===== src/hdl/edc_pkg.sv =====
package edc_pkg;

   // clock and conversion
   localparam int CLK_PERIOD_NS = 10;

   // least times round up, never below one cycle
   function automatic int edc_cycles_up(input int time_ns);
      int cyc;
      cyc = (time_ns + CLK_PERIOD_NS - 1) / CLK_PERIOD_NS;
      return (cyc < 1) ? 1 : cyc;
   endfunction

   // longest times round down, never below one cycle
   function automatic int edc_cycles_down(input int time_ns);
      int cyc;
      cyc = time_ns / CLK_PERIOD_NS;
      return (cyc < 1) ? 1 : cyc;
   endfunction

   // memory geometry
   localparam int ROW_BITS = 10;
   localparam int COL_BITS = 10;
   localparam int ADDR_BITS = ROW_BITS + COL_BITS;
   localparam int DATA_BITS = 16;
   localparam int REFRESH_ROWS = 1024;
   localparam int WAKE_CYCLES = 8;

   // device timing, slower grade, in ns
   localparam int T_RP_NS = 40;
   localparam int T_RAS_MIN_NS = 60;
   localparam int T_RCD_NS = 14;
   localparam int T_AA_NS = 30;
   localparam int T_CP_NS = 9;
   localparam int T_PC_NS = 25;
   localparam int T_CSR_NS = 5;
   localparam int T_CHR_NS = 10;
   localparam int T_RASP_MAX_NS = 100000;
   localparam int T_POWERUP_NS = 200000;
   localparam int T_REF_NS = 16000000;

   // derived cycle counts
   localparam int RP_CYC = edc_cycles_up(T_RP_NS);
   localparam int RAS_MIN_CYC = edc_cycles_up(T_RAS_MIN_NS);
   localparam int RCD_CYC = edc_cycles_up(T_RCD_NS);
   localparam int CP_CYC = edc_cycles_up(T_CP_NS);
   localparam int PC_CYC = edc_cycles_up(T_PC_NS);
   localparam int CAS_ACCESS_CYC = edc_cycles_up(T_AA_NS);
   localparam int CAS_LOW_CYC = (CAS_ACCESS_CYC + CP_CYC >= PC_CYC) ?
                                CAS_ACCESS_CYC : PC_CYC - CP_CYC;
   localparam int CSR_CYC = edc_cycles_up(T_CSR_NS);
   localparam int CHR_CYC = edc_cycles_up(T_CHR_NS);
   localparam int CBR_LOW_CYC = (RAS_MIN_CYC > CHR_CYC) ? RAS_MIN_CYC : CHR_CYC;
   localparam int PAGE_OPEN_MAX_CYC = edc_cycles_down(T_RASP_MAX_NS);
   localparam int PAGE_GUARD_CYC = 16;
   localparam int POWERUP_CYC = edc_cycles_up(T_POWERUP_NS);
   localparam int REF_INTERVAL_CYC = edc_cycles_down(T_REF_NS / REFRESH_ROWS);

   // counter widths
   localparam int TIMER_BITS = 16;
   localparam int DEBT_BITS = 12;

   // controller states
   typedef enum logic [3:0] {
      ST_POWERUP = 4'h0,
      ST_IDLE = 4'h1,
      ST_ACT = 4'h2,
      ST_COL = 4'h3,
      ST_CASHI = 4'h4,
      ST_CLOSE = 4'h5,
      ST_PRECH = 4'h6,
      ST_CBR_CAS = 4'h7,
      ST_CBR_RAS = 4'h8,
      ST_SELF = 4'h9
   } edc_state_t;

endpackage


===== src/hdl/edc_wait_timer.sv =====
`timescale 1ns/1ps

// down counter; expired once a load has run out
module edc_wait_timer
   import edc_pkg::*;
#(
   parameter int WIDTH = TIMER_BITS,
   parameter logic [TIMER_BITS-1:0] RESET_COUNT = 16'h0000
)
(
   input wire logic clk,
   input wire logic reset,
   input wire logic load,
   input wire logic [WIDTH-1:0] load_value,
   output logic expired
);

   logic [WIDTH-1:0] count;

   // a pending load masks the old zero
   always_ff @(posedge clk or posedge reset)
   begin
      if (reset)
      begin
         count <= WIDTH'(RESET_COUNT);
      end
      else if (load)
      begin
         count <= load_value;
      end
      else if (count != '0)
      begin
         count <= count - 1'b1;
      end
   end

   assign expired = (count == '0) && !load;

endmodule


===== src/hdl/edc_refresh_timer.sv =====
`timescale 1ns/1ps

// paces refreshes and counts those owed
module edc_refresh_timer
   import edc_pkg::*;
#(
   parameter int INTERVAL = REF_INTERVAL_CYC,
   parameter int DEBT_LIMIT = REFRESH_ROWS
)
(
   input wire logic clk,
   input wire logic reset,
   input wire logic enable,
   input wire logic refresh_done,
   input wire logic debt_clear,
   output logic refresh_due,
   output logic refresh_overdue
);

   logic [TIMER_BITS-1:0] tick_count;
   logic tick;
   logic [DEBT_BITS-1:0] debt;

   // one tick per row interval
   always_ff @(posedge clk or posedge reset)
   begin
      if (reset)
      begin
         tick_count <= '0;
         tick <= 1'b0;
      end
      else
      begin
         tick <= 1'b0;
         if (!enable)
         begin
            tick_count <= '0;
         end
         else if (tick_count >= TIMER_BITS'(INTERVAL - 1))
         begin
            tick_count <= '0;
            tick <= 1'b1;
         end
         else
         begin
            tick_count <= tick_count + 1'b1;
         end
      end
   end

   // owed refreshes; a tick and a completion in one cycle cancel
   always_ff @(posedge clk or posedge reset)
   begin
      if (reset)
      begin
         debt <= '0;
      end
      else if (debt_clear)
      begin
         debt <= '0;
      end
      else if (tick && !refresh_done && debt != '1)
      begin
         debt <= debt + 1'b1;
      end
      else if (!tick && refresh_done && debt != '0)
      begin
         debt <= debt - 1'b1;
      end
   end

   assign refresh_due = (debt != '0);
   // a whole period owed: rows may be lost
   assign refresh_overdue = (debt >= DEBT_BITS'(DEBT_LIMIT));

endmodule


===== src/hdl/edc_controller.sv =====
`timescale 1ns/1ps

// Behaviour
// - all 1,024 rows are refreshed within each 16 ms; here a request in idle, and one still pending after a precharge, goes before a due refresh.
// - self refresh spreads the 1,024 refreshes over up to 128 ms.
// - after power-up wait 200 us, then eight refreshes before any access.
// - the eight-refresh wake-up repeats once the refresh period is overrun.
// - both column strobes go high for the column precharge to start afresh.
// - page-mode column accesses are at least 25 ns apart.
// - the row strobe stays low at most 100,000 ns in page mode; here the limit is checked only in idle with no request waiting.
// - read-modify-write needs 133 ns and page read-write 68 ns.
// - in a refresh the column strobe leads the row strobe by 5 ns.
// - in a hidden refresh output enable settles by the row edge.
module edc_controller
   import edc_pkg::*;
#(
   parameter int POWERUP_WAIT = POWERUP_CYC,
   parameter int PAGE_OPEN_MAX = PAGE_OPEN_MAX_CYC,
   parameter int REFRESH_INTERVAL = REF_INTERVAL_CYC,
   parameter int REFRESH_DEBT_LIMIT = REFRESH_ROWS
)
(
   input wire logic clk,
   input wire logic reset,
   input wire logic req_valid,
   input wire logic req_write,
   input wire logic [ADDR_BITS-1:0] req_addr,
   input wire logic [DATA_BITS-1:0] req_wdata,
   input wire logic [1:0] req_byte_en,
   input wire logic self_refresh_req,
   input wire logic [DATA_BITS-1:0] dq_in,
   output logic req_ready,
   output logic rsp_valid,
   output logic [DATA_BITS-1:0] rsp_rdata,
   output logic self_refresh_active,
   output logic row_strobe_n,
   output logic upper_byte_column_strobe_n,
   output logic lower_byte_column_strobe_n,
   output logic write_enable_n,
   output logic output_enable_n,
   output logic [ROW_BITS-1:0] dram_addr,
   output logic [DATA_BITS-1:0] dq_out,
   output logic dq_oe
);

   localparam logic [TIMER_BITS-1:0] PAGE_LIMIT =
      TIMER_BITS'(PAGE_OPEN_MAX - PAGE_GUARD_CYC);

   edc_state_t state;
   logic [1:0] phase;
   logic [3:0] wake_left;
   logic row_open;
   logic [ROW_BITS-1:0] open_row;
   logic pend;
   logic cur_write;
   logic [ROW_BITS-1:0] cur_row;
   logic [COL_BITS-1:0] cur_col;
   logic [DATA_BITS-1:0] cur_wdata;
   logic [1:0] cur_be;
   logic [TIMER_BITS-1:0] ras_time;
   logic tmr_load;
   logic [TIMER_BITS-1:0] tmr_value;
   logic tmr_expired;
   logic refresh_done;
   logic debt_clear;
   logic timer_run;
   logic refresh_due;
   logic refresh_overdue;
   logic need_refresh;

   assign need_refresh = refresh_due || (wake_left != 4'h0);

   // power-up pause is the timer's reset count
   edc_wait_timer #(
      .WIDTH(TIMER_BITS),
      .RESET_COUNT(TIMER_BITS'(POWERUP_WAIT))
   ) u_wait (
      .clk,
      .reset,
      .load(tmr_load),
      .load_value(tmr_value),
      .expired(tmr_expired)
   );

   edc_refresh_timer #(
      .INTERVAL(REFRESH_INTERVAL),
      .DEBT_LIMIT(REFRESH_DEBT_LIMIT)
   ) u_refresh (
      .clk,
      .reset,
      .enable(timer_run),
      .refresh_done,
      .debt_clear,
      .refresh_due,
      .refresh_overdue
   );

   // time the row strobe has been low, saturating
   always_ff @(posedge clk or posedge reset)
   begin
      if (reset)
      begin
         ras_time <= '0;
      end
      else if (row_strobe_n)
      begin
         ras_time <= '0;
      end
      else if (ras_time != '1)
      begin
         ras_time <= ras_time + 1'b1;
      end
   end

   // refresh pacing waits for power-up
   always_ff @(posedge clk or posedge reset)
   begin
      if (reset)
      begin
         timer_run <= 1'b0;
      end
      else if (state != ST_POWERUP)
      begin
         timer_run <= 1'b1;
      end
   end

   // request capture, held until the column cycle ends
   always_ff @(posedge clk or posedge reset)
   begin
      if (reset)
      begin
         cur_write <= 1'b0;
         cur_row <= '0;
         cur_col <= '0;
         cur_wdata <= '0;
         cur_be <= 2'h0;
      end
      else if (state == ST_IDLE && req_valid && req_ready)
      begin
         cur_write <= req_write;
         cur_row <= req_addr[ADDR_BITS-1:COL_BITS];
         cur_col <= req_addr[COL_BITS-1:0];
         cur_wdata <= req_wdata;
         // no lane named means both lanes
         cur_be <= (req_byte_en == 2'h0) ? 2'h3 : req_byte_en;
      end
   end

   // sequencer and pin drive
   always_ff @(posedge clk or posedge reset)
   begin
      if (reset)
      begin
         state <= ST_POWERUP;
         phase <= 2'h0;
         wake_left <= 4'h0;
         row_open <= 1'b0;
         open_row <= '0;
         pend <= 1'b0;
         req_ready <= 1'b0;
         rsp_valid <= 1'b0;
         rsp_rdata <= '0;
         self_refresh_active <= 1'b0;
         row_strobe_n <= 1'b1;
         upper_byte_column_strobe_n <= 1'b1;
         lower_byte_column_strobe_n <= 1'b1;
         write_enable_n <= 1'b1;
         output_enable_n <= 1'b1;
         dram_addr <= '0;
         dq_out <= '0;
         dq_oe <= 1'b0;
         tmr_load <= 1'b0;
         tmr_value <= '0;
         refresh_done <= 1'b0;
         debt_clear <= 1'b0;
      end
      else
      begin
         rsp_valid <= 1'b0;
         tmr_load <= 1'b0;
         refresh_done <= 1'b0;
         debt_clear <= 1'b0;
         // a period owed: rows may have decayed
         if (refresh_overdue && wake_left == 4'h0)
         begin
            wake_left <= 4'(WAKE_CYCLES);
            debt_clear <= 1'b1;
         end
         case (state)
            ST_POWERUP:
            begin
               if (tmr_expired)
               begin
                  wake_left <= 4'(WAKE_CYCLES);
                  state <= ST_CBR_CAS;
               end
            end
            ST_IDLE:
            begin
               if (req_valid && req_ready)
               begin
                  req_ready <= 1'b0;
                  pend <= 1'b1;
                  if (row_open && open_row == req_addr[ADDR_BITS-1:COL_BITS])
                  begin
                     state <= ST_COL;
                  end
                  else if (row_open)
                  begin
                     state <= ST_CLOSE;
                  end
                  else
                  begin
                     dram_addr <= req_addr[ADDR_BITS-1:COL_BITS];
                     state <= ST_ACT;
                  end
               end
               else if (need_refresh || self_refresh_req ||
                        (row_open && ras_time >= PAGE_LIMIT))
               begin
                  req_ready <= 1'b0;
                  state <= row_open ? ST_CLOSE : ST_CBR_CAS;
               end
            end
            ST_ACT:
            begin
               if (!row_open)
               begin
                  row_strobe_n <= 1'b0;
                  row_open <= 1'b1;
                  open_row <= cur_row;
                  tmr_value <= TIMER_BITS'(RCD_CYC);
                  tmr_load <= 1'b1;
               end
               else if (tmr_expired)
               begin
                  state <= ST_COL;
               end
            end
            ST_COL:
            begin
               case (phase)
                  2'h0:
                  begin
                     // early write: enable leads the strobe,
                     // so no read-write cycle forms
                     dram_addr <= cur_col;
                     write_enable_n <= !cur_write;
                     output_enable_n <= cur_write;
                     dq_out <= cur_wdata;
                     dq_oe <= cur_write;
                     phase <= 2'h1;
                  end
                  2'h1:
                  begin
                     upper_byte_column_strobe_n <= !cur_be[1];
                     lower_byte_column_strobe_n <= !cur_be[0];
                     tmr_value <= TIMER_BITS'(CAS_LOW_CYC);
                     tmr_load <= 1'b1;
                     phase <= 2'h2;
                  end
                  default:
                  begin
                     if (tmr_expired)
                     begin
                        // data is still held while the strobe is low
                        if (!cur_write)
                        begin
                           rsp_rdata <= dq_in;
                        end
                        rsp_valid <= 1'b1;
                        pend <= 1'b0;
                        upper_byte_column_strobe_n <= 1'b1;
                        lower_byte_column_strobe_n <= 1'b1;
                        write_enable_n <= 1'b1;
                        output_enable_n <= 1'b1;
                        dq_oe <= 1'b0;
                        // strobe low plus precharge spans the page cycle
                        tmr_value <= TIMER_BITS'(CP_CYC);
                        tmr_load <= 1'b1;
                        phase <= 2'h0;
                        state <= ST_CASHI;
                     end
                  end
               endcase
            end
            ST_CASHI:
            begin
               if (tmr_expired)
               begin
                  req_ready <= 1'b1;
                  state <= ST_IDLE;
               end
            end
            ST_CLOSE:
            begin
               // the row may not rise before its least low time
               if (ras_time >= TIMER_BITS'(RAS_MIN_CYC))
               begin
                  row_strobe_n <= 1'b1;
                  row_open <= 1'b0;
                  tmr_value <= TIMER_BITS'(RP_CYC);
                  tmr_load <= 1'b1;
                  state <= ST_PRECH;
               end
            end
            ST_PRECH:
            begin
               // row precharge outlasts column precharge,
               // so the next cycle starts clean
               if (tmr_expired)
               begin
                  if (pend)
                  begin
                     dram_addr <= cur_row;
                     state <= ST_ACT;
                  end
                  else if (need_refresh || self_refresh_req)
                  begin
                     state <= ST_CBR_CAS;
                  end
                  else
                  begin
                     req_ready <= 1'b1;
                     state <= ST_IDLE;
                  end
               end
            end
            ST_CBR_CAS:
            begin
               if (phase == 2'h0)
               begin
                  // output enable parked high before any row edge
                  output_enable_n <= 1'b1;
                  write_enable_n <= 1'b1;
                  upper_byte_column_strobe_n <= 1'b0;
                  lower_byte_column_strobe_n <= 1'b0;
                  tmr_value <= TIMER_BITS'(CSR_CYC);
                  tmr_load <= 1'b1;
                  phase <= 2'h1;
               end
               else if (tmr_expired)
               begin
                  // column strobes lead; the device picks the row itself
                  row_strobe_n <= 1'b0;
                  tmr_value <= TIMER_BITS'(CBR_LOW_CYC);
                  tmr_load <= 1'b1;
                  phase <= 2'h0;
                  state <= ST_CBR_RAS;
               end
            end
            ST_CBR_RAS:
            begin
               if (tmr_expired)
               begin
                  if (self_refresh_req && wake_left == 4'h0)
                  begin
                     // held low, the device refreshes on its own
                     self_refresh_active <= 1'b1;
                     state <= ST_SELF;
                  end
                  else
                  begin
                     row_strobe_n <= 1'b1;
                     upper_byte_column_strobe_n <= 1'b1;
                     lower_byte_column_strobe_n <= 1'b1;
                     refresh_done <= 1'b1;
                     if (wake_left != 4'h0)
                     begin
                        wake_left <= wake_left - 4'h1;
                     end
                     tmr_value <= TIMER_BITS'(RP_CYC);
                     tmr_load <= 1'b1;
                     state <= ST_PRECH;
                  end
               end
            end
            ST_SELF:
            begin
               if (!self_refresh_req)
               begin
                  row_strobe_n <= 1'b1;
                  upper_byte_column_strobe_n <= 1'b1;
                  lower_byte_column_strobe_n <= 1'b1;
                  self_refresh_active <= 1'b0;
                  // the dwell is unknown to us, so wake up afresh
                  wake_left <= 4'(WAKE_CYCLES);
                  debt_clear <= 1'b1;
                  tmr_value <= TIMER_BITS'(RP_CYC);
                  tmr_load <= 1'b1;
                  state <= ST_PRECH;
               end
            end
            default:
            begin
               state <= ST_IDLE;
            end
         endcase
      end
   end

endmodule


===== config.mk =====
export PLATFORM = sky130hd
export DESIGN_NAME = edc_controller
export DESIGN_NICKNAME = d
export VERILOG_FILES = /design/src/hdl/edc_pkg.sv /design/src/hdl/edc_wait_timer.sv /design/src/hdl/edc_refresh_timer.sv /design/src/hdl/edc_controller.sv
export SDC_FILE = /design/constraint.sdc
export NUM_CORES = 1
export LEC_CHECK = 0
export ABC_AREA = 0
export BUFFER_PORTS_ARGS = -buffer_cell sky130_fd_sc_hd__buf_2
export CORE_UTILIZATION = 55
export CTS_BUF_LIST = sky130_fd_sc_hd__clkbuf_4
export CTS_CLUSTER_SIZE = 16
export DETAILED_ROUTE_END_ITERATION = 12
export MAX_ROUTING_LAYER = met4
export PLACE_DENSITY = 0.79
export REMOVE_ABC_BUFFERS = 1
export SLEW_MARGIN = 20
export SYNTH_ARGS = -nofsm -noshare
export SYNTH_HDL_FRONTEND = slang
export SYNTH_SLANG_ARGS = --single-unit

===== constraint.sdc =====
create_clock -name clk -period 6.6 [get_ports clk]
set_clock_uncertainty 0.2 [all_clocks]
set_input_delay 1.98 -clock clk [delete_from_list [all_inputs] [get_ports clk]]
set_output_delay 1.98 -clock clk [all_outputs]
set_load 0.03 [all_outputs]

# After elaboration in Yosys (flattened, before gate mapping)
# Cells that the tools add are included.
dict set report totals {
  register_bits 193
  input_bits 59
  out_inout_bits 51
  wordCells 258
}
dict set report classes {
  add_sub_neg 6
  magnitude_cmp 4
  eq_ne 42
  mux 111
  bitwise_logic 4
  n_reduce_logical 58
}
# cell count
set ops {}
lappend ops {{$mux 16} 14}
lappend ops {{$pmux 16 s6} 1}
lappend ops {{$mux 4} 21}
lappend ops {{$mux 10} 6}
lappend ops {{$ne 2x2->1 const B} 24}
lappend ops {{$pmux 4 s10} 1}
lappend ops {{$mux 1} 36}
lappend ops {{$mux 12} 3}
lappend ops {{$add 16x1->16 const B} 2}
lappend ops {{$pmux 16 s2} 1}
lappend ops {{$pmux 10 s3} 1}
lappend ops {{$pmux 1 s2} 11}
lappend ops {{$eq 4x3->1 const B} 4}
lappend ops {{$ge 16x11->1 const B} 1}
lappend ops {{$ge 16x14->1 const B} 1}
lappend ops {{$ge 16x3->1 const B} 1}
lappend ops {{$logic_not 16->1} 1}
lappend ops {{$ne 16x16->1 const B} 1}
lappend ops {{$reduce_and 4->1} 4}
lappend ops {{$reduce_bool 16->1} 1}
lappend ops {{$sub 16x1->16 const B} 1}
lappend ops {{$reduce_and 7->1} 2}
lappend ops {{$reduce_bool 2->1} 7}
lappend ops {{$reduce_and 13->1} 1}
lappend ops {{38 further kinds} 79}

# Logic depth before layout (Yosys ltp)
# Gate-level depths: netlist of the first run.
dict set report depth {
  ltp_word 7
  ltp_mapped 10
  mapped_depth_nobuf 10
}

# Cells and area by module
# From an unflattened synthesis of the first run, not the netlist that was laid out.
dict set report hier_totals {
  hier_cells 849
  hier_area_um2 9192.6
}
# mod instances cells_each area_per_inst_um2 seq_area_each_um2
set modules_own_cells {}
lappend modules_own_cells {edc_controller 1 558 6433.7 3384.5}
lappend modules_own_cells {edc_refresh_timer 1 189 1775.5 725.7}
lappend modules_own_cells {edc_wait_timer 1 102 983.4 406.6}

# Worst setup path after synthesis of the first run
# Ideal clock, no wire load.
dict set report synth_timing {
  path_kind {register to register}
  startpoint {reg u_refresh.debt[10]}
  endpoint {reg u_refresh.debt[11]}
  setup_ps 69
  arrival_ps 3812
  t_required_ps 6331
  setup_slack_ps 2519
  path_stages_with_launch 10
  path_buffers 0
  synth_period_minus_slack_ps 4081
  path_cell_list {dfrtp_1 > nand4_1 > o311ai_0 > ha_1 > a21o_1 > a21o_1 > a221oi_1 > o21ai_0 > or4b_2 > nand3_1}
}
dict set report synth_between {
  elab_chain_len 4
  elab_cells_between_ends 10
  classes_between {add/sub (2); eq/ne (1); mux (3); reduce/logical (4)}
}
# element line
set synth_lines {}
lappend synth_lines {{start: declaration} edc_refresh_timer.sv:22} ;# logic [DEBT_BITS-1:0] debt;
lappend synth_lines {{start signal: assignment} edc_refresh_timer.sv:64} ;# debt <= debt + 1'b1;
lappend synth_lines {{start signal: assignment} edc_refresh_timer.sv:68} ;# debt <= debt - 1'b1;
lappend synth_lines {{$sub 12x1->12 / $ne 12x12->1 (equally long branches)} {edc_refresh_timer.sv:68, edc_refresh_timer.sv:62}}
lappend synth_lines {{$mux 12 / $logic_and 1x1->1 (equally long branches)} {edc_refresh_timer.sv:66, edc_refresh_timer.sv:62}}
lappend synth_lines {{$mux 12} edc_refresh_timer.sv:62} ;# else if (tick && !refresh_done && debt != '1)
lappend synth_lines {{$mux 12} edc_refresh_timer.sv:58} ;# else if (debt_clear)
# Parallel ways exist; a longest one is shown, timed or not. The select of a mux whose other input is x is not followed.
# A chain may end at the register's enable or synchronous reset.

# Worst setup path after layout of the first run
dict set report layout_timing {
  startpoint {reg row_strobe_n}
  endpoint {out row_strobe_n}
}
# element line
set layout_rtl {}
lappend layout_rtl {{start: declaration} edc_controller.sv:36} ;# output logic row_strobe_n,
lappend layout_rtl {{start signal: assignment} edc_controller.sv:165} ;# row_strobe_n <= 1'b1;
lappend layout_rtl {{start signal: assignment} edc_controller.sv:230} ;# row_strobe_n <= 1'b0;
lappend layout_rtl {{start signal: assignment} edc_controller.sv:301} ;# row_strobe_n <= 1'b1;
# No word-level cell between the ends.

==> results_dict.tcl, run 1 <==
set metrics [dict create \
    status "complete, no violations" \
    antenna_found_initial 1 \
    final_util 0.631 \
    cts.repair_timing.setup_buffer_count 0 \
    vias_per_cell 5.68 \
    drv_slew 0 \
    grt_remaining_overflow 0 \
    yosysSeqAreaShare 0.510 \
    dieArea_sq_mm 0.0166 \
    top_level_ports 110 \
    yosysWarnings 0 \
    arrival_ns 1.63 \
    area_growth_pct 12.5 \
    ys_seq_elements 180 \
    layout-drive-gt1-share 0.271 \
    hold_path.class "flop to flop" \
    finalCritPeriodShare 0.578 \
    setup_viol 0 \
    worst_slew_pin_slew_ns 0.984 \
    initial_utilization 0.561 \
    synthCells 837 \
    rsz0062_at_grt "no" \
    critPathMaxFanout 18 \
    vdd_drop_max_v 0.000332 \
    grt_pass1_vias 6383 \
    finalHoldViolCount 0 \
    yosys.area.top_type_share 0.481 \
    critPathTopFamily "flip-flops" \
    drc 0 \
    h-tree-depth 4 \
    clk_latency_ns 0.57 \
    drt_pass1_iterations 5 \
    path_class "flop to output pin" \
    end_kind "output pin" \
    coreArea_sq_mm 0.0158 \
    cts-resized-gates 0 \
    ys_types 70 \
    crit_required_ns 4.42 \
    worst_setup_path_start_kind "flop" \
    cts.sinks 180 \
    max-cap-violations 0 \
    yosysMostFrequentCell "dfrtp_1" \
    syn_area_sq_mm 0.00885 \
    cts_root_buf "clkbuf_4" \
    clk_pin_slew_ns 0.17 \
    globalplace.congestion 0.889 \
    synth_ff_type "dfrtp_1" \
    slowest_delay_ns 0.77 \
    die_y_um 129 \
    port_buffers 109 \
    final_nets 1024 \
    crit_buf_inv 1 \
    drt_wl_total_mm 18.5 \
    grt_usage 0.246 \
    path_cells "buf_2" \
    cts_tree "built" \
    die_w_um 129 \
    ant_nets 0 \
    vias 6685 \
    grt_pass1_wl_mm 31.4 \
    holdBufCountCts 0 \
    cts_buffer_depth 2 \
    final.min_clock_period_ns 3.81 \
    synth_largest_area_cell "dfrtp_1" \
    first_iter_violations 533 \
    synth_edf_count 0 \
    avgRoutedWirePerCell_um 15.7 \
    crit_slowest_cell "dfstp_2" \
    power_density_mw_per_mm2 418 \
    numCtsBuffers 17 \
    hpwl_mm 12.9 \
    async_flop_share 1.00 \
    synth.top_cells.by_count "170 x dfrtp_1, 102 x nor2_1, 85 x mux2_2" \
    grt_max_degree 105 \
    slew_headroom 0.344 \
    synthTopCellsByArea "dfrtp_1 48%, mux2_2 11%, nor2_1 4.3%" \
    p_leak_nw 4.53 \
    whs_ns 0.302 \
    syn_area_per_cell_sq_um 10.6 \
    max_freq_ghz 0.262 \
    row_count 46 \
]
==> metrics by stage <==
stage	power (mW)	cells	cell area (sq um)	TNS [ns]	setup slack (ns)
2_1_floorplan	3.06	810	8730	-76.57	-0.450
3_3_place_gp	3.50	1143	9650	0	2.63
3_5_place_dp	3.56	1143	9650	0	2.49
4_1_cts	4.18	1175	9950	0	2.73
5_1_grt	4.46	1176	9950	0	2.63
6_report	4.16	1176	9950	0	2.79
==> state kept, by name, summed over array words and instances (netlist names), 12 cells and up <==
name                  flops
cur_wdata                16
dq_out                   16
ras_time                 16
rsp_rdata                16
u_refresh.debt           12
u_refresh.tick_count     16
u_wait.count             16
==> area by class of cell <==
type	count	area, sq um
tap	216	270
inverter	25	98.8
timing repair buffer	117	606
sequential	180	4520
multi-input combinational	605	4160
clock inverter	14	164
fill	1315	5820
antenna	1	2.50
clock buffer	18	135
==> per-layer routing <==
layer,vias up,GRT usage,wire [um]
met1,3227,0.333,8310
met2,201,0.374,8730
li1,3228,-,-
met5,-,-,0
met3,29,0.0611,1150
met4,0,0.0609,254
==> cells in the final DEF (no fill, tap or decap), types with 4 or more instances in the layout <==
| cell type | instances |
|---|---|
| ha_1 | 18 |
| nand4_1 | 9 |
| clkinv_8 | 4 |
| clkinv_4 | 4 |
| o21a_1 | 5 |
| dfstp_2 | 10 |
| nor3_1 | 14 |
| inv_1 | 24 |
| nor4_1 | 13 |
| buf_2 | 109 |
| and2_1 | 5 |
| nand2b_1 | 7 |
| or3_1 | 7 |
| dfrtp_1 | 170 |
| inv_8 | 5 |
| xnor2_1 | 26 |
| clkbuf_4 | 18 |
| a21o_1 | 7 |
| a21oi_1 | 31 |
| a22oi_1 | 12 |
| nand2_1 | 63 |
| mux2_2 | 85 |
| a2111oi_0 | 4 |
| or4_1 | 6 |
| mux2i_1 | 4 |
| o21ai_0 | 36 |
| a31oi_1 | 18 |
| nand3_1 | 22 |
| and3_1 | 9 |
| buf_4 | 8 |
| xor2_1 | 19 |
| a211oi_1 | 6 |
| conb_1 | 5 |
| nor2b_1 | 9 |
| nor2_1 | 101 |
==> final timing paths <==
kind / from / end / slack (ns) / cells past startpoint
max in group asynchronous: reset / u_wait.count[11] / 3.72 / 3
worst min register to register: upper_byte_column_strobe_n / upper_byte_column_strobe_n / 0.30 / 2
min in group asynchronous: reset / cur_wdata[8] / 1.38 / 2
worst min-delay path: upper_byte_column_strobe_n / upper_byte_column_strobe_n / 0.30 / 2
worst max register to register: u_refresh.debt[10] / u_refresh.debt[11] / 2.88 / 10
worst max-delay path: row_strobe_n / row_strobe_n / 2.79 / 1
==> kinds of logic (layout without fill, tap and decap cells) <==
kind of cell             count (synthesis)  count (layout)  synth area share
XOR/XNOR                                45              45            0.0445
other                                    1               6          0.000424
flip-flops                             180             180             0.510
buffers and inverters                   56             174            0.0253
AND/OR/NAND/NOR                        289             289             0.160
adder cells (fa/ha/maj)                 19              19            0.0277
AO/OA/AOI/OAI                          158             158             0.119
multiplexers                            89              89             0.113
==> report_power, final <==
group	internal, mW	switching [mW]
logic	0.718	0.963
clock network	0.180	0.439
registers	1.48	0.378
total	2.38	1.78
Power figures use the tool's default switching activity.
==> inputs of run 2 (changes only) <==
- PLACE_DENSITY: 0.79 -> 0.76
- clock period: 6.6 -> 3.9 ns (I/O delays scaled with it)
==> results_dict.tcl, run 2 (synthesis results as in run 1) <==
set metrics [dict create \
    first_iter_violations 387 \
    finalHoldViolCount 0 \
    grt_remaining_overflow 0 \
    grt_max_degree 67 \
    startpoint "u_refresh.debt[5]" \
    cts_tree "built" \
    worst_setup_path_start_kind "flop" \
    status "complete, no violations" \
    die_w_um 129 \
    whs_ns 0.299 \
    grt_pass1_wl_mm 31.7 \
    vdd_drop_max_v 0.000567 \
    dieArea_sq_mm 0.0166 \
    area_growth_pct 13.6 \
    final.min_clock_period_ns 3.26 \
    slowest_delay_ns 0.63 \
    final_cells 1185 \
    clk_pin_slew_ns 0.16 \
    worst_path_most_repeated_cell "o21ai_0" \
    reg2reg_slack_ns 0.64 \
    layout-drive-gt1-share 0.276 \
    row_count 46 \
    cts_buffer_depth 2 \
    design_area_sq_mm 0.0101 \
    final_nets 1032 \
    setup_ws_ns 0.635 \
    antenna_found_initial 2 \
    avgRoutedWirePerCell_um 15.8 \
    crit_required_ns 4.20 \
    slew_headroom 0.462 \
    die_y_um 129 \
    final_util 0.638 \
    final_common_cell "dfrtp_1" \
    rsz0062_at_grt "no" \
    finalSetupTns_ns 0 \
    top_level_ports 110 \
    most-common-layout-cells "170 x dfrtp_1, 109 x buf_2, 101 x nor2_1" \
    power_density_mw_per_mm2 712 \
    dpl_cell_area_sq_mm 0.00973 \
    grt_usage 0.250 \
    ant_nets 0 \
    end_kind "flop" \
    critPathMaxFanout 7 \
    reg2regPathDepth 10 \
    setup_viol 0 \
    drt_pass1_iterations 7 \
    worstReg2RegStart "u_refresh.debt[5]" \
    max_freq_ghz 0.306 \
    hold_path.class "flop to flop" \
    max-cap-violations 0 \
    numCtsBuffers 17 \
    finalCritPeriodShare 0.837 \
    arrival_ns 3.57 \
    coreArea_sq_mm 0.0158 \
    power.total_mw 7.16 \
    vias_per_cell 5.68 \
    crit_slowest_cell "or4b_2" \
    dp_slack_ns 0.689 \
    clk_latency_ns 0.58 \
    cts.sinks 180 \
    initial_utilization 0.561 \
    path_cells "nand4_1 -> o311ai_1 -> buf_4 -> ha_1 -> a211oi_1 -> o21ai_0 -> a21oi_1 -> o21ai_0 -> or4b_2 -> nand3_1" \
    drc 0 \
    port_buffers 109 \
    vias 6732 \
    drt_wl_total_mm 18.8 \
    cts-resized-gates 0 \
    reg2reg_to "u_refresh.debt[11]" \
    placedCellCount 1151 \
    h-tree-depth 4 \
    path_class "flop to flop" \
    drv_slew 0 \
    grt_pass1_vias 6596 \
    cts_root_buf "clkbuf_4" \
    fill_cells 1317 \
    holdBufCountCts 0 \
    globalplace.congestion 0.854 \
    cts.repair_timing.setup_buffer_count 0 \
    p_leak_nw 4.59 \
    critPathCapture "u_refresh.debt[11]" \
    worst_slew_pin_slew_ns 0.804 \
    hpwl_mm 13.3 \
]
-- run 2: cell count changes in the layout (fill, tap and decap cells not counted), sizes merged --
cell	before	now
inv	30	32
bufinv	0	2
clkinv	8	3
clkinvlp	1	2
diode	1	2
buf	117	125
-- run 2: worst min path at each step --
stage | startpoint | end | slack (ns) | depth (start not counted)
6_report | tmr_value[1] | u_wait.count[1] | 0.30 | 2
5_1_grt | upper_byte_column_strobe_n | upper_byte_column_strobe_n | 0.32 | 2
4_1_cts | upper_byte_column_strobe_n | upper_byte_column_strobe_n | 0.30 | 2
3_5_place_dp | tmr_value[1] | u_wait.count[1] | 0.27 | 2
3_3_place_gp | tmr_value[1] | u_wait.count[1] | 0.26 | 2
2_1_floorplan | tmr_value[1] | u_wait.count[1] | 0.25 | 2
-- run 2: cell type report --
class / count / area [sq um] / share of cell area
clock inverter: 14 / 186 / 0.0185
timing repair buffer: 125 / 691 / 0.0687
antenna: 2 / 5.00 / 0.000498
tap: 216 / 270 / 0.0269
sequential: 180 / 4520 / 0.449
clock buffer: 18 / 135 / 0.0134
multi-input combinational: 605 / 4150 / 0.413
inverter: 25 / 98.8 / 0.00983
-- run 2: power by group --
group	switching [mW]	internal [mW]
logic	1.70	1.24
clock network	0.711	0.422
registers	0.573	2.51
total	2.98	4.17
-- run 2: critical path, delay by kind of cell, from the launching register on --
kind	cells	cell delay, ns
compound gates	5	1.25
fa+ha+maj	1	0.24
buf+inv	1	0.21
flops	1	0.44
simple gates	3	0.85
-- run 2: per-layer routing --
metal | vias up | wire [um] | track usage
met4 | 0 | 194 | 0.0574
met3 | 22 | 1090 | 0.0674
met2 | 188 | 9010 | 0.397
met5 | - | 0 | -
met1 | 3286 | 8460 | 0.321
li1 | 3236 | - | -
==> inputs of run 3 (changes only) <==
- PLACE_DENSITY: 0.76 -> 0.79
- clock period: 3.9 -> 3 ns (I/O delays scaled with it)
==> results_dict.tcl, run 3 (synthesis results as in run 1) <==
set metrics [dict create \
    vias 7116 \
    h-tree-depth 4 \
    first_iter_violations 455 \
    dieArea_sq_mm 0.0166 \
    drv_slew 0 \
    top_level_ports 110 \
    cts_buffer_depth 2 \
    port_buffers 109 \
    clk_pin_slew_ns 0.16 \
    antenna_found_initial 1 \
    area_growth_pct 19.3 \
    hpwl_mm 14.2 \
    finalCritPeriodShare 0.996 \
    worst_setup_path_start_kind "flop" \
    max_freq_ghz 0.335 \
    max-cap-violations 0 \
    rsz0062_at_grt "yes" \
    coreArea_sq_mm 0.0158 \
    final.min_clock_period_ns 2.99 \
    power.total_mw 9.90 \
    ant_nets 0 \
    layout-drive-gt1-share 0.334 \
    p_leak_nw 4.84 \
    worst_slew_pin_slew_ns 0.609 \
    dpl_cell_area_sq_mm 0.0100 \
    cts_root_buf "clkbuf_4" \
    grt_remaining_overflow 0 \
    final_cells 1230 \
    slew_headroom 0.592 \
    design_area_sq_mm 0.0106 \
    setup_viol 0 \
    final_common_cell "dfrtp_1" \
    grt_pass1_vias 7056 \
    avgRoutedWirePerCell_um 16.5 \
    finalSetupTns_ns 0 \
    clk_latency_ns 0.58 \
    die_w_um 129 \
    cts_tree "built" \
    numCtsBuffers 17 \
    startpoint "u_wait.count[5]" \
    grt_pass1_wl_mm 32.9 \
    finalHoldViolCount 0 \
    most-common-layout-cells "170 x dfrtp_1, 110 x buf_2, 92 x nor2_1" \
    whs_ns 0.132 \
    grt_max_degree 53 \
    critPathMaxFanout 4 \
    final_nets 1078 \
    placedCellCount 1188 \
    initial_utilization 0.561 \
    holdBufCountCts 0 \
    grt_usage 0.260 \
    drc 0 \
    vias_per_cell 5.79 \
    globalplace.congestion 0.915 \
    die_y_um 129 \
    drt_pass1_iterations 7 \
    power_density_mw_per_mm2 938 \
    cts.sinks 180 \
    vdd_drop_max_v 0.000695 \
    end_kind "flop" \
    worstReg2RegStart "u_wait.count[5]" \
    drt_wl_total_mm 20.3 \
    row_count 46 \
    path_class "flop to flop" \
    arrival_ns 3.26 \
    status "complete, no violations" \
    crit_required_ns 3.27 \
    hold_path.class "input port to asynchronous set/reset pin" \
]
[run 3: final cells by class]
class | count | area, sq um
Antenna cell | 1 | 2.50
Clock buffer | 18 | 135
Clock inverter | 14 | 164
Fill cell | 1224 | 5210
Inverter | 25 | 98.8
Multi-Input combinational cell | 606 | 4310
Sequential cell | 180 | 4520
Tap cell | 216 | 270
Timing Repair Buffer | 170 | 1060
[run 3: path summary, 6_finish.rpt]
| path | endpoint | slack, ns | cells after the start |
|---|---|---|---|
| min in group clk | upper_byte_column_strobe_n | 0.30 | 2 |
| worst min-delay path | cur_wdata[6] | 0.13 | 2 |
| worst min register to register | upper_byte_column_strobe_n | 0.30 | 2 |
| max in group asynchronous | row_strobe_n | 1.78 | 3 |
| worst max-delay path | state[0] | 0.01 | 6 |
| worst max register to register | state[0] | 0.01 | 6 |
[run 3: timing repair]
item	in CTS	in global routing
resized for setup	7	34
setup endpoints to repair	3	20
setup buffers	1	5
gates cloned	1	2
pin swaps	2	6
[run 3: through the flow]
| step | utilization | worst slack (ns) |
|---|---|---|
| after floorplan | - | -2.97 |
| after global placement | 0.637 | -0.00310 |
| after detailed placement | 0.637 | -0.0284 |
| after CTS | 0.659 | -0.00722 |
| after global routing | 0.670 | -0.100 |
| final | 0.670 | 0.0119 |
[run 3: metal layers]
layer	wire length (um)	vias to the layer above	GRT usage
met5	0	-	-
met4	332	0	0.0927
met3	1020	46	0.0607
met2	10100	225	0.418
met1	8780	3506	0.322
li1	-	3339	-
[run 3: power by group]
group	switching [mW]	leakage [nW]	total (mW)	internal, mW
clock	0.924	0.154	1.39	0.464
sequential	0.689	2.24	3.96	3.27
combinational	2.55	2.44	4.56	2.01
total	4.16	4.84	9.90	5.74
[run 3: worst max-delay path: stages, from the launching register on]
cell and delay [ns]:
dfstp_2 0.40, or4_4 0.53, or3_4 0.37, or4_4 0.57, a221oi_4 0.34, nand4_2 0.16, mux2_2 0.30
